File: config.mk
export PLATFORM = sky130hd
export DESIGN_NAME = dse_entry_ctrl
export DESIGN_NICKNAME = d
export VERILOG_FILES = /design/src/dse_pkg.sv /design/src/dse_entry_ctrl.sv
export VERILOG_INCLUDE_DIRS = /design/src
export SDC_FILE = /design/constraint.sdc
export NUM_CORES = 1
export LEC_CHECK = 0
export BUFFER_PORTS_ARGS = -buffer_cell sky130_fd_sc_hd__buf_2
export CAP_MARGIN = 25
export CORE_MARGIN = 3
export CORE_UTILIZATION = 48
export CTS_BUF_LIST = sky130_fd_sc_hd__clkbuf_8
export DETAILED_ROUTE_END_ITERATION = 8
export PLACE_DENSITY = 0.82
export SYNTH_ARGS = -nofsm -noshare
export SYNTH_HDL_FRONTEND = slang
export SYNTH_SLANG_ARGS = --single-unit
File: constraint.sdc
create_clock -name clk -period 2.4 [get_ports clk]
set_clock_uncertainty 0.05 [all_clocks]
set_input_delay 0.12 -clock clk [delete_from_list [all_inputs] [get_ports clk]]
set_output_delay 0.12 -clock clk [all_outputs]
set_load 0.05 [all_outputs]
File: src/dse_defs.svh
// Constants for the debug state entry control block
`ifndef DSE_DEFS_SVH
`define DSE_DEFS_SVH

// Scan chain numbers
`define DSE_CHAIN_CORE_PERIPH 4'h0
`define DSE_CHAIN_CORE_DATA 4'h1
`define DSE_CHAIN_COMPARATOR 4'h2
`define DSE_CHAIN_BOUNDARY 4'h3
`define DSE_CHAIN_SYS_CTRL 4'hf

// Reset values
`define DSE_CHAIN_RESET 4'h3
`define DSE_MODE_RESET 5'h13

// Width of processor mode field
`define DSE_MODE_W 5

`endif

File: src/dse_pkg.sv
// Types shared by the debug state entry control block
`default_nettype none
package dse_pkg;

    typedef enum logic [0:0] {
        DSE_RUN = 1'b0,
        DSE_HALT = 1'b1
    } dse_state_t;

    typedef enum logic [1:0] {
        DSE_CAUSE_NONE = 2'b00,
        DSE_CAUSE_BKPT = 2'b01,
        DSE_CAUSE_WATCH = 2'b10,
        DSE_CAUSE_REQ = 2'b11
    } dse_cause_t;

    // Pipeline status from the core
    typedef struct packed {
        logic fetch_valid;
        logic advance;
        logic flush_branch;
        logic flush_exception;
        logic exe_valid;
        logic instr_done;
        logic cp_busy_wait;
    } dse_pipe_t;

    // Control lines for the optional external boundary chain
    typedef struct packed {
        logic select;
        logic capture;
        logic shift;
        logic update;
    } dse_scan_t;

endpackage : dse_pkg
`default_nettype wire

File: src/dse_entry_ctrl.sv
// Debug state entry control: breakpoint marks, watchpoints, debug requests
`default_nettype none
`include "dse_defs.svh"

module dse_entry_ctrl
    import dse_pkg::*;
#(
    parameter int MODE_W = `DSE_MODE_W
) (
    input wire logic clk,
    input wire logic sys_rst,
    input wire dse_pipe_t pipe,
    input wire logic fetch_bkpt_hit,
    input wire logic data_access,
    input wire logic data_watch_hit,
    input wire logic external_break_flag,
    input wire logic debug_request_pin,
    input wire logic comparator_req,
    input wire logic exception_pending,
    input wire logic [MODE_W-1:0] exception_mode,
    input wire logic [MODE_W-1:0] current_mode,
    input wire logic debug_resume,
    input wire logic tap_sel_load,
    input wire logic [3:0] tap_sel_value,
    input wire logic tap_capture_dr,
    input wire logic tap_shift_dr,
    input wire logic tap_update_dr,
    output logic debug_state,
    output logic mem_isolate,
    output dse_cause_t entry_cause,
    output logic [MODE_W-1:0] debug_mode,
    output logic exec_suppress,
    output logic writeback_block,
    output logic instr_abandon,
    output logic [3:0] chain_select,
    output dse_scan_t boundary_ctrl
);

    dse_state_t state_reg, state_next;
    logic mark_dec_reg, mark_dec_next;
    logic mark_exe_reg, mark_exe_next;
    logic watch_pend_reg, watch_pend_next;
    logic req_pend_reg, req_pend_next;
    logic dreq_meta_reg;
    logic dreq_sync_reg;
    dse_cause_t cause_reg, cause_next;
    logic [MODE_W-1:0] mode_reg, mode_next;
    logic abandon_reg;
    logic [3:0] chain_reg, chain_next;
    dse_scan_t bscan_reg, bscan_next;

    function automatic logic chain_known(input logic [3:0] id);
        chain_known = (id == `DSE_CHAIN_CORE_PERIPH) || (id == `DSE_CHAIN_CORE_DATA)
            || (id == `DSE_CHAIN_COMPARATOR) || (id == `DSE_CHAIN_BOUNDARY)
            || (id == `DSE_CHAIN_SYS_CTRL);
    endfunction

    // Decode of entry conditions
    wire running = (state_reg == DSE_RUN);
    wire flush = pipe.flush_branch | pipe.flush_exception;
    // Comparator hit or outside break flag, both sampled at fetch
    wire fetch_mark = fetch_bkpt_hit | external_break_flag;
    // Condition pass is deliberately not an input here
    wire bkpt_take = running & pipe.exe_valid & mark_exe_reg;
    wire watch_hit = data_access & (data_watch_hit | external_break_flag);
    wire watch_any = watch_pend_reg | watch_hit;
    wire watch_take = running & watch_any & pipe.instr_done;
    wire req_any = req_pend_reg | dreq_sync_reg | comparator_req;
    wire req_now = running & req_any & pipe.cp_busy_wait & ~bkpt_take;
    wire req_take = running & req_any & (pipe.instr_done | req_now);
    wire enter = bkpt_take | watch_take | req_take;
    wire leave = ~running & debug_resume;

    // Debug state sequencing
    always_comb begin
        state_next = state_reg;
        unique case (state_reg)
            DSE_RUN: begin
                if (enter) begin
                    state_next = DSE_HALT;
                end
            end
            DSE_HALT: begin
                if (debug_resume) begin
                    state_next = DSE_RUN;
                end
            end
        endcase
    end

    // Breakpoint marks travel with the instruction
    always_comb begin
        mark_dec_next = mark_dec_reg;
        mark_exe_next = mark_exe_reg;
        if (flush || enter || leave) begin
            // Flushed instructions lose their marks; refetch remarks them
            mark_dec_next = 1'b0;
            mark_exe_next = 1'b0;
        end else if (running && pipe.advance) begin
            mark_dec_next = pipe.fetch_valid & fetch_mark;
            mark_exe_next = mark_dec_reg;
        end
    end

    // Pending watchpoint and request; a hit in the taking cycle is consumed by that take
    assign watch_pend_next = (watch_pend_reg & ~watch_take) | (watch_hit & ~watch_take);
    assign req_pend_next = ((req_pend_reg | dreq_sync_reg | comparator_req) & ~req_take)
        | (~running & dreq_sync_reg & ~req_pend_reg);

    // Cause and mode captured on entry
    always_comb begin
        cause_next = cause_reg;
        mode_next = mode_reg;
        if (enter) begin
            mode_next = current_mode;
            if (bkpt_take) begin
                cause_next = DSE_CAUSE_BKPT;
            end else if (watch_take) begin
                cause_next = DSE_CAUSE_WATCH;
                if (exception_pending) begin
                    mode_next = exception_mode;
                end
            end else begin
                cause_next = DSE_CAUSE_REQ;
            end
        end
    end

    // Scan path select, loaded by the TAP; unknown numbers are ignored
    assign chain_next = (tap_sel_load && chain_known(tap_sel_value))
        ? tap_sel_value : chain_reg;
    wire bscan_on = (chain_reg == `DSE_CHAIN_BOUNDARY);
    assign bscan_next.select = bscan_on;
    assign bscan_next.capture = bscan_on & tap_capture_dr;
    assign bscan_next.shift = bscan_on & tap_shift_dr;
    assign bscan_next.update = bscan_on & tap_update_dr;

    // Pin is asynchronous: two flops before use
    always_ff @(posedge clk) begin
        if (sys_rst) begin
            dreq_meta_reg <= 1'b0;
            dreq_sync_reg <= 1'b0;
        end else begin
            dreq_meta_reg <= debug_request_pin;
            dreq_sync_reg <= dreq_meta_reg;
        end
    end

    always_ff @(posedge clk) begin
        if (sys_rst) begin
            state_reg <= DSE_RUN;
            mark_dec_reg <= 1'b0;
            mark_exe_reg <= 1'b0;
            watch_pend_reg <= 1'b0;
            req_pend_reg <= 1'b0;
        end else begin
            state_reg <= state_next;
            mark_dec_reg <= mark_dec_next;
            mark_exe_reg <= mark_exe_next;
            watch_pend_reg <= watch_pend_next;
            req_pend_reg <= req_pend_next;
        end
    end

    always_ff @(posedge clk) begin
        if (sys_rst) begin
            cause_reg <= DSE_CAUSE_NONE;
            mode_reg <= MODE_W'(`DSE_MODE_RESET);
            abandon_reg <= 1'b0;
            chain_reg <= `DSE_CHAIN_RESET;
            bscan_reg <= '0;
        end else begin
            cause_reg <= cause_next;
            mode_reg <= mode_next;
            abandon_reg <= req_now;
            chain_reg <= chain_next;
            bscan_reg <= bscan_next;
        end
    end

    assign debug_state = state_reg;
    assign mem_isolate = state_reg;
    assign entry_cause = cause_reg;
    assign debug_mode = mode_reg;
    // Only a breakpoint stops the instruction; watchpoints let it commit
    assign exec_suppress = mark_exe_reg;
    assign writeback_block = mark_exe_reg;
    assign instr_abandon = abandon_reg;
    assign chain_select = chain_reg;
    assign boundary_ctrl = bscan_reg;

    // Checks
    bkpt_enters_halt_a: assert property (@(posedge clk) disable iff (sys_rst)
        bkpt_take |=> debug_state && entry_cause == DSE_CAUSE_BKPT)
        else $error("breakpoint at execute did not halt");

    mark_follows_a: assert property (@(posedge clk) disable iff (sys_rst)
        running && pipe.advance && !flush && !enter && mark_dec_reg |=> mark_exe_reg)
        else $error("mark lost between stages");

    flush_clears_a: assert property (@(posedge clk) disable iff (sys_rst)
        flush |=> !mark_dec_reg && !mark_exe_reg)
        else $error("mark survived a flush");

    no_early_entry_a: assert property (@(posedge clk) disable iff (sys_rst)
        running && !pipe.instr_done && !pipe.cp_busy_wait && !(pipe.exe_valid && mark_exe_reg)
        |=> !debug_state)
        else $error("debug entered with no trigger");

    watch_kept_a: assert property (@(posedge clk) disable iff (sys_rst)
        running && watch_hit && !pipe.instr_done |=> watch_pend_reg)
        else $error("watchpoint dropped");

    watch_mode_a: assert property (@(posedge clk) disable iff (sys_rst)
        watch_take && !bkpt_take && exception_pending
        |=> debug_mode == $past(exception_mode))
        else $error("wrong mode after watchpoint");

    sync_delay_a: assert property (@(posedge clk) disable iff (sys_rst)
        debug_request_pin [*3] |-> dreq_sync_reg)
        else $error("request pin not synchronised in two cycles");

    busy_abort_a: assert property (@(posedge clk) disable iff (sys_rst)
        running && req_any && pipe.cp_busy_wait && !bkpt_take
        |=> debug_state && instr_abandon ##1 !instr_abandon)
        else $error("busy-wait not abandoned at once");

    halt_holds_a: assert property (@(posedge clk) disable iff (sys_rst)
        debug_state && !debug_resume |=> debug_state && mem_isolate)
        else $error("debug state dropped without resume");

    resume_clears_a: assert property (@(posedge clk) disable iff (sys_rst)
        debug_state && debug_resume |=> !debug_state && !mem_isolate)
        else $error("resume did not leave debug state");

    suppress_tied_a: assert property (@(posedge clk) disable iff (sys_rst)
        pipe.exe_valid && exec_suppress && running |=> debug_state)
        else $error("suppressed instruction without entry");

    boundary_sel_a: assert property (@(posedge clk) disable iff (sys_rst)
        chain_select == `DSE_CHAIN_BOUNDARY && tap_shift_dr |=> boundary_ctrl.shift)
        else $error("boundary chain shift missing");

    exc_flush_a: assert property (@(posedge clk) disable iff (sys_rst)
        pipe.flush_exception |=> !mark_dec_reg && !mark_exe_reg)
        else $error("mark survived an exception flush");

    entry_unmarks_a: assert property (@(posedge clk) disable iff (sys_rst)
        enter |=> !exec_suppress && !writeback_block)
        else $error("mark kept after debug entry");

    watch_commits_a: assert property (@(posedge clk) disable iff (sys_rst)
        watch_take && !bkpt_take && pipe.exe_valid |-> !writeback_block)
        else $error("watchpointed instruction blocked");

    req_at_end_a: assert property (@(posedge clk) disable iff (sys_rst)
        running && req_any && pipe.instr_done && !bkpt_take && !watch_any
        |=> debug_state && entry_cause == DSE_CAUSE_REQ)
        else $error("request not taken at instruction end");

    entry_mode_a: assert property (@(posedge clk) disable iff (sys_rst)
        bkpt_take |=> debug_mode == $past(current_mode))
        else $error("wrong mode after breakpoint");

    abandon_cause_a: assert property (@(posedge clk) disable iff (sys_rst)
        instr_abandon |-> debug_state && $past(pipe.cp_busy_wait))
        else $error("abandon without busy-wait");

    chain_ignore_a: assert property (@(posedge clk) disable iff (sys_rst)
        tap_sel_load && !chain_known(tap_sel_value) |=> $stable(chain_select))
        else $error("unknown chain number was loaded");

    cover_abort_c: cover property (@(posedge clk) disable iff (sys_rst)
        req_now ##1 instr_abandon);
    cover_bkpt_c: cover property (@(posedge clk) disable iff (sys_rst)
        running && pipe.exe_valid && mark_exe_reg ##1 debug_state);
    cover_watch_c: cover property (@(posedge clk) disable iff (sys_rst)
        watch_hit && !pipe.instr_done ##[1:20] watch_take);
    cover_req_c: cover property (@(posedge clk) disable iff (sys_rst)
        req_take && pipe.instr_done ##1 entry_cause == DSE_CAUSE_REQ);
    cover_flush_c: cover property (@(posedge clk) disable iff (sys_rst)
        mark_dec_reg && pipe.flush_branch);

endmodule // dse_entry_ctrl
`default_nettype wire

After elaboration in Yosys (flattened, before gate mapping) --
Cells that the tools add are included.
Storage, ports and cells: output and inout bits 20, input port bits 35, logic and storage cells 73, flip-flop bits (word level) 23
Operators by class: reduce and logical (&&, ||, !) cells 10, multiplexer cells 8, equal/unequal tests 5, bitwise logic cells 35
Operator list (number):
- bitwise AND 1 bit | 19
- two-way mux 5 bit | 3
- equality test 4 x 2 -> 1 bit (second input constant) | 3
- bitwise OR 1 bit | 11
- logical OR 1 bit | 6
- NOT 1 bit | 5
- equality test 4 x 1 -> 1 bit (second input constant) | 1
- equality test 4 bit (second input constant) | 1
- zero test 4 bit | 1
- two-way mux 1 bit | 3
- logical AND 1 bit | 2
- two-way mux 2 bit | 1
- one-hot mux 1 bit (2 select lines) | 1
- OR reduction 2 bit | 1

Longest topological paths before layout --
Gate-level depths: netlist of the first run.
word-level depth 11, gate-level depth with buffers 5, gate-level depth less buffers 4

Worst setup path after synthesis of the first run --
OpenSTA, ideal clock, no wires.
kind register to register, from reg mark_exe_reg (netlist: exec_suppress), to reg mode_reg[0] (netlist: debug_mode[0]), clock period less this slack 1.645 ns, buffers on the path 0, library setup time 0.125 ns, data required time 2.225 ns, cell stages (with the launch flop) 5, slack 0.755 ns, arrival time 1.469 ns, cells stage by stage dfxtp_1 > nand2_1 > a21o_1 > a221oi_1 > o21ai_1
On the way: word-level cells in the longest chain between the ends 6, elaborated cells between the ends (all ways) 8, classes of those cells 1 x mux; 7 x bitwise
RTL lines:
- from (decl) | line dse_entry_ctrl.sv:41 | logic mark_exe_reg, mark_exe_next;
- from (signal assigned) | line dse_entry_ctrl.sv:159 | mark_exe_reg <= mark_exe_next;
- bitwise AND 1 bit * | line dse_entry_ctrl.sv:64 | wire bkpt_take = running & pipe.exe_valid & mark_exe_reg;
- NOT 1 bit | line dse_entry_ctrl.sv:69 | wire req_now = running & req_any & pipe.cp_busy_wait & ~bkpt_take;
- bitwise AND 1 bit | line dse_entry_ctrl.sv:69
- bitwise OR 1 bit | line dse_entry_ctrl.sv:70 | wire req_take = running & req_any & (pipe.instr_done | req_now);
- bitwise AND 1 bit | line dse_entry_ctrl.sv:70
- bitwise OR 1 bit | line dse_entry_ctrl.sv:71 | wire enter = bkpt_take | watch_take | req_take;
- to (signal assigned) | line dse_entry_ctrl.sv:168 | mode_reg <= MODE_W'(`DSE_MODE_RESET);
- to (signal assigned) | line dse_entry_ctrl.sv:174 | mode_reg <= mode_next;
- to (decl) | line dse_entry_ctrl.sv:47 | logic [MODE_W-1:0] mode_reg, mode_next;
Mark *: on every way between the ends. The rest lies on a longest branch, timed or not. A chain may end at the register's enable or synchronous reset.

Worst setup path after layout of the first run --
from reg state_reg (netlist: debug_state), to reg mode_reg[0] (netlist: debug_mode[0])
On the way: word-level cells in the longest chain between the ends 8, elaborated cells between the ends (all ways) 15, classes of those cells 2 x mux; 13 x bitwise
RTL lines:
- from (decl) | line dse_entry_ctrl.sv:39 | dse_state_t state_reg, state_next;
- from (signal assigned) | line dse_entry_ctrl.sv:157 | state_reg <= state_next;
- NOT 1 bit * | line dse_entry_ctrl.sv:59 | wire running = (state_reg == DSE_RUN);
- bitwise AND 1 bit (2 in series) | line dse_entry_ctrl.sv:64
- NOT 1 bit | line dse_entry_ctrl.sv:69
- bitwise AND 1 bit | line dse_entry_ctrl.sv:69
- bitwise OR 1 bit | line dse_entry_ctrl.sv:70
- bitwise AND 1 bit | line dse_entry_ctrl.sv:70
- bitwise OR 1 bit | line dse_entry_ctrl.sv:71
Marked as above.

==> impl_metrics.toml, run 1 <==
[run_status]
status = "completed"

[pwr]
ir_drop_uv = 476
total_power_mw = 0.920
internal_power_mw = 0.607
p_comb_share_pct = 26.9
p_seq_share_pct = 46.6
power.density_mw_per_mm2 = 720
pwr-share-clk_pct = 26.5
p_sw_mw = 0.313
switching_share_pct = 34.1
p_leak_nw = 0.624

[synthesis]
ys_ff_latch = 23
syn_area_per_cell_um2 = 9.40
yosys.area.top_type = "dfxtp_1"
yosysWarningCount = 0
syn_inst = 102
synth-seq-area-share_pct = 48.0
ys_async_sr_fraction_pct = 0
synth_edf_count = 0
synth_area_um2 = 958
synthFlopType = "dfxtp_1"
synth_cell_types = 30
yosys.area.top_type_share_pct = 48.0
syn-num-nets = 137
ys_top_cells_by_area = "dfxtp_1 48%, a21oi_1 5.7%, mux2i_1 5.2%"

[timing]
finalSetupViolations = 0
fmax_ghz = 0.667
min_period_ps = 1500
tightest_slew_ps = 497
min_period_over_period_pct = 62.4
rsz0062_at_grt = "false"
report.final.slew_viol_count = 0
hold_violations = 0
max_slew_margin_pct = 66.0
finalSetupTns_ps = 0

[layout]
drive_gt1_share_pct = 41.0
synthToLayoutAreaGrowth_pct = 33.4
final_common_cell = "buf_2"
instances_no_fill = 181
antennaDiodeCount = 0
layout.filler_cells = 148
nets = 192
register_area_um2 = 460
largest_register_ffs = 5
multiInputGateArea_um2 = 449
layout_common_cells = "54 x buf_2, 23 x dfxtp_1, 11 x a21oi_1"
postLayoutCellArea_mm2 = 0.00128

[clock_tree]
clk_pin_slew_worst_paths_ps = 80
cts-root-buf = "clkbuf_8"
cts_tree = "built"
post_cts_buffers = 0
ctsResizeCount = 0
clkLatencyLatePin_ps = 260
cts-buffers-inserted = 3
htree_levels = 1
hold_buffers = 0
cts.sinks = 23
clk_path_buf_depth = 2

[floorplan]
initial_utilization_pct = 53.2
die_h_um = 50.7
rows = 15
fp.coreArea_mm2 = 0.00180
ios = 55
die_w_um = 50.7
dieArea_mm2 = 0.00257

[grt]
grt_use_total_pct = 18.9
grt_first_pass_wirelength_mm = 3.77
gr-total-overflow = 0
grt_pass1_vias = 907
antenna_found_initial = 0
grt_max_degree = 15

[setup_path]
path_max_fanout = 11
critPathCaptureType = "flip-flop"
setup.worst_path.start_class = "flip-flop"
cp.arrival_ps = 1650
critPathKind = "reg2reg"
required_ps = 2550

[placed_design]
gp_congestion = 0.787
port_buffers = 54
dp.cells = 177
placed_cell_area_mm2 = 0.00123
detailed_place_hpwl_mm = 1.82

[detailed_routing]
route.antenna.remaining_nets = 0
wl_per_cell_um = 12.6
drt_wl_total_mm = 2.28
drc = 0
drt_iter0_drc = 24
first_pass_iters = 4
via_count = 950
vias_per_cell = 5.25

[job]
cap_violations = 0

[min_path]
hold_path_class = "in2reg"
[synthesized netlist by cell type (2+ instances only)]
| master | n |
|---|---|
| dfxtp_1 | 23 |
| a21oi_1 | 11 |
| nand2_1 | 9 |
| nor3_1 | 7 |
| inv_1 | 5 |
| mux2i_1 | 5 |
| o21ai_1 | 5 |
| nor2_1 | 4 |
| a2111oi_0 | 3 |
| a221oi_1 | 3 |
| and2_1 | 3 |
| buf_4 | 2 |
| nor2b_1 | 2 |
| nor4_1 | 2 |
| o21a_1 | 2 |
| o31ai_1 | 2 |
[power by group through the flow]
stage	sequential, mW	combinational, mW	clock (mW)
2_1_floorplan	0.520	0.0999	0
3_3_place_gp	0.436	0.243	0
3_5_place_dp	0.437	0.247	0
4_1_cts	0.428	0.248	0.250
5_1_grt	0.432	0.266	0.263
6_report	0.429	0.248	0.244
[final timing paths]
path	startpoint	endpoint	slack, ps	cells past startpoint
worst max-delay path	debug_state	debug_mode[0]	900	4
worst min-delay path	tap_update_dr	boundary_ctrl[0]	3	2
worst max register to register	debug_state	debug_mode[0]	900	4
worst min register to register	dreq_meta_reg	dreq_sync_reg	390	1
[metrics by stage]
stage,hold slack (ps),utilization (%),worst slack [ps]
floorplan,189,-,755
CTS,1.49,71.0,909
global route,1.43,71.0,807
global placement,272,68.3,976
finish,3.42,71.0,901
detailed placement,281,68.3,931
[critical path, cell delays in order, from the launching register on]
cell and delay (ps):
dfxtp_1 420, nand2b_4 220, a2111oi_0 470, a221oi_1 110
o21ai_1 160
[final cells by class]
class | count | share of cell area (%)
timing repair buffer | 54 | 21.1
clock inverter | 1 | 0.587
clock buffer | 3 | 3.23
tap | 25 | 2.45
multi-input combinational | 70 | 35.1
sequential | 23 | 36.0
inverter | 5 | 1.47
[per-layer routing]
metal | wire length, µm | vias to the layer above | track usage, %
li1 | - | 481 | -
met1 | 964 | 427 | 22.8
met2 | 1120 | 37 | 33.3
met3 | 163 | 5 | 3.26
met4 | 36 | 0 | 6.73
met5 | 0 | - | 0
[cells by family (layout without fill, tap and decap cells)]
family | count (synthesis) | count (layout) | synth area share [%]
AO/OA/AOI/OAI | 33 | 33 | 24.2
buffers and inverters | 9 | 63 | 5.09
flip-flops | 23 | 23 | 48.0
multiplexers | 5 | 5 | 5.22
AND/OR/NAND/NOR | 32 | 32 | 17.5
No activity file was read; power rests on OpenSTA's default activity.
==> run 2: changes to the inputs <==
Settings changed: CORE_UTILIZATION 48 to 44, PLACE_DENSITY 0.82 to 0.76.
Clock period 2.4 ns to 1.5 ns, I/O delays scaled along.
==> impl_metrics.toml, run 2 (same netlist as run 1, synthesis figures left out) <==
[placed_design]
place_ws_ps = 24.0
port_buffers = 54
dp.cells = 180
detailed_place_hpwl_mm = 1.78
gp_congestion = 0.766

[setup_path]
critPathKind = "reg2reg"
path_max_fanout = 5
required_ps = 1590
slowest_stage = "dfxtp_2"
reg2reg_from = "exec_suppress"
reg2reg_depth = 4
path_cells = "a21bo_2, a211o_4, a221oi_1, o21ai_1"
critical-path-max-stage-delay_ps = 340
critPathCaptureType = "flip-flop"
setup.worst_path.start_class = "flip-flop"
reg2reg_to = "debug_mode[1]"
cp.arrival_ps = 1540
r2r_slack_ps = 50

[clock_tree]
post_cts_buffers = 0
cts.sinks = 23
cts-buffers-inserted = 3
cts-root-buf = "clkbuf_8"
clkLatencyLatePin_ps = 260
cts_tree = "built"
clk_path_buf_depth = 2
clk_pin_slew_worst_paths_ps = 80
htree_levels = 1

[timing]
rsz0062_at_grt = "true"
fmax_ghz = 0.690
min_period_over_period_pct = 96.6
tightest_slew_ps = 516
finalSetupViolations = 0
max_slew_margin_pct = 64.7
min_period_ps = 1450
report.final.slew_viol_count = 0
hold_violations = 0
fin_ws_ps = 51.3

[job]
cap_violations = 0

[run_status]
status = "completed"

[layout]
synthToLayoutAreaGrowth_pct = 41.4
nets = 198
antennaDiodeCount = 0
layout.filler_cells = 170
layout_common_cells = "54 x buf_2, 21 x dfxtp_1, 11 x a21oi_1"
instances_no_fill = 189
register_area_um2 = 463
drive_gt1_share_pct = 42.6
multiInputGateArea_um2 = 467
largest_register_ffs = 5
final_common_cell = "buf_2"

[floorplan]
dieArea_mm2 = 0.00277
ios = 55
fp.coreArea_mm2 = 0.00200
initial_utilization_pct = 47.9
die_w_um = 52.7
rows = 16
die_h_um = 52.7

[min_path]
hold_end = "chain_select[1]"
hold_path_depth = 3
hold_path_class = "in2reg"
min-delay-start = "tap_sel_value[1]"

[detailed_routing]
drc = 0
vias_per_cell = 5.17
drt_iter0_drc = 7
via_count = 977
first_pass_iters = 4
wl_per_cell_um = 12.5
route.antenna.remaining_nets = 0
drt_wl_total_mm = 2.37

[grt]
grt_pass1_vias = 879
grt_first_pass_wirelength_mm = 3.62
grt_use_total_pct = 17.3
grt_max_degree = 13
antenna_found_initial = 0
gr-total-overflow = 0

[pwr]
ir_drop_uv = 879
power.density_mw_per_mm2 = 1090
p_leak_nw = 0.659
[run 2: metal layers]
layer | up-vias | share of wire (%) | wire, µm | global-route usage (%)
li1 | 490 | - | - | -
met1 | 442 | 43 | 1020 | 21.6
met2 | 41 | 47 | 1100 | 28.7
met3 | 4 | 8.7 | 207 | 3.70
met4 | 0 | 1.5 | 36 | 6.38
met5 | - | 0 | 0 | 0
[run 2: worst max-delay path, delay by kind of cell, from the launching register on]
kind	cells	cell delay (ps)
compound gates	4	930
flops	1	340
[run 2: layout make-up]
class	count	area share [%]
clock buffer	3	3.05
clock inverter	1	0.277
inverter	5	1.39
multi-input combinational	70	34.4
sequential	23	34.2
tap	27	2.49
timing repair buffer	60	24.2
[run 2: what timing repair did]
action                     in CTS  in global routing
hold buffers                    5                  0
hold endpoints to repair        5                  0
setup endpoints to repair       0                  6
gates resized for setup         0                  3
[run 2: through the flow]
stage	util [%]	TNS, ps	hold slack (ps)	total power [mW]	area [µm²]
finish	67.7	0	4.60	1.48	1360
global route	67.7	-45.2	28.1	1.54	1360
CTS	66.8	0	0.0250	1.48	1340
detailed placement	62.1	0	226	1.10	1240
global placement	62.1	0	226	1.09	1240
floorplan	-	0	144	0.992	961
[run 2: power breakdown]
group / switching, mW / internal (mW) / total (mW)
combinational: 0.283 / 0.143 / 0.426
sequential: 0.0199 / 0.658 / 0.678
clock: 0.192 / 0.182 / 0.374
[run 2: how the worst max path moves through the flow]
stage                             start             end  slack [ps]  depth (start not counted)
after floorplan             debug_state   debug_mode[0]          10                          5
after global routing       req_pend_reg  entry_cause[1]         -20                          4
after global placement    exec_suppress   debug_mode[1]         100                          4
after CTS                 dreq_sync_reg  entry_cause[1]         0.4                          4
final                     exec_suppress   debug_mode[1]          50                          4
after detailed placement  dreq_sync_reg  entry_cause[1]          20                          4
==> run 3: changes to the inputs <==
--- a/config.mk
+++ b/config.mk
@@ -14,2 +14,3 @@
 export DETAILED_ROUTE_END_ITERATION = 8
+export HOLD_SLACK_MARGIN = 0.02
 export PLACE_DENSITY = 0.76
--- a/constraint.sdc
+++ b/constraint.sdc
@@ -4,2 +4,2 @@
 set_output_delay 0.075 -clock clk [all_outputs]
-set_load 0.05 [all_outputs]
+set_load 0.1 [all_outputs]
==> impl_metrics.toml, run 3 (same netlist as run 1, synthesis figures left out) <==
[detailed_routing]
drc = 0
wl_per_cell_um = 12.7
drt_wl_total_mm = 2.44
via_count = 971
vias_per_cell = 5.06
drt_iter0_drc = 20
first_pass_iters = 4
route.antenna.remaining_nets = 0

[placed_design]
port_buffers = 54
gp_congestion = 0.798
placed_cell_area_mm2 = 0.00126
detailed_place_hpwl_mm = 1.72

[floorplan]
initial_utilization_pct = 47.9
ios = 55
fp.coreArea_mm2 = 0.00200
rows = 16
die_w_um = 52.7
dieArea_mm2 = 0.00277
die_h_um = 52.7

[grt]
grt_pass1_vias = 910
grt_use_total_pct = 18.5
antenna_found_initial = 0
gr-total-overflow = 0
grt_max_degree = 14
grt_first_pass_wirelength_mm = 3.92

[setup_path]
path_cells = "a21bo_2, a211o_4, a221oi_1, o21ai_1"
critical-path-max-stage-delay_ps = 360
path_buf_inv = 0
path_max_fanout = 5
cp.arrival_ps = 1540
critPathKind = "reg2reg"
worst_path_dominant_cell_family = "compound AO/OA/AOI/OAI gates"
setup.worst_path.start_class = "flip-flop"
critPathCaptureType = "flip-flop"
slowest_stage = "dfxtp_4"
required_ps = 1590

[layout]
synthToLayoutAreaGrowth_pct = 46.0
postLayoutCellArea_mm2 = 0.00140
drive_gt1_share_pct = 44.8
antennaDiodeCount = 0
nets = 201
fin_util_pct = 69.9
layout_common_cells = "54 x buf_2, 18 x dfxtp_1, 11 x a21oi_1"
final_common_cell = "buf_2"
largest_register_ffs = 5

[timing]
min_period_ps = 1440
hold-worst-slack_ps = 31.5
tightest_slew_ps = 521
finalSetupTns_ps = 0
report.final.slew_viol_count = 0
finalSetupViolations = 0
min_period_over_period_pct = 96.0
fmax_ghz = 0.694
hold_violations = 0
rsz0062_at_grt = "true"
max_slew_margin_pct = 65.0

[pwr]
power.density_mw_per_mm2 = 1190
ir_drop_uv = 880
total_power_mw = 1.66
p_leak_nw = 0.673

[clock_tree]
clkLatencyLatePin_ps = 260
cts-root-buf = "clkbuf_8"
cts-buffers-inserted = 3
clk_path_buf_depth = 2
clk_pin_slew_worst_paths_ps = 90
post_cts_buffers = 0
cts.sinks = 23
htree_levels = 1
cts_tree = "built"

[min_path]
hold_path_class = "in2reg"

[run_status]
status = "completed"

[job]
cap_violations = 0
-- run 3: cell count changes in the layout (fill, tap and decap cells not counted), sizes merged --
cell and delta:
dlygate4sd3 +2, clkinv +1, inv -1, buf +1
-- run 3: tightest hold or removal path: cells and delay by family --
family                 cells  cell delay, ps
buffers and inverters      1              70
and+or+nand+nor            3             160
-- run 3: repair_timing --
action,4_1_cts,5_1_grt
endpoints found under the hold margin,7,0
setup endpoints to repair,0,7
hold buffers,7,0
gates resized for setup,0,5
-- run 3: final cells by class --
class	instances	area [µm²]
fillers	170	603
multi-input cells	70	473
clock buffers	3	41.3
inverters	5	18.8
flip-flops and latches	23	472
well taps	27	33.8
repair buffers	63	355
clock inverters	1	5.00
-- run 3: path summary, 6_finish.rpt --
| kind | from | endpoint | slack, ps | cells after the start |
|---|---|---|---|---|
| max | exec_suppress | debug_mode[1] | 60 | 4 |
| min | pipe[4] | exec_suppress | 30 | 4 |
| max reg2reg | exec_suppress | debug_mode[1] | 60 | 4 |
| min reg2reg | dreq_meta_reg | dreq_sync_reg | 380 | 1 |
-- run 3: power by group --
| group | internal (mW) | total (mW) | leakage [nW] | switching [mW] |
|---|---|---|---|---|
| sequential | 0.657 | 0.676 | 0.191 | 0.0189 |
| combinational | 0.150 | 0.605 | 0.457 | 0.455 |
| clock | 0.185 | 0.378 | 0.0255 | 0.193 |
-- run 3: metrics by stage --
stage	instances	worst slack [ps]
floorplan	102	-28.9
global placement	181	83.5
detailed placement	181	80.5
CTS	192	36.2
global route	192	-20.2
finish	192	59.7
-- run 3: routing by layer --
metal / wire, µm / GRT usage [%] / vias up
li1: - / - / 498
met4: 34 / 6.38 / 0
met5: 0 / 0 / -
met2: 1170 / 29.8 / 35
met1: 1080 / 24.8 / 434
met3: 154 / 3.13 / 4
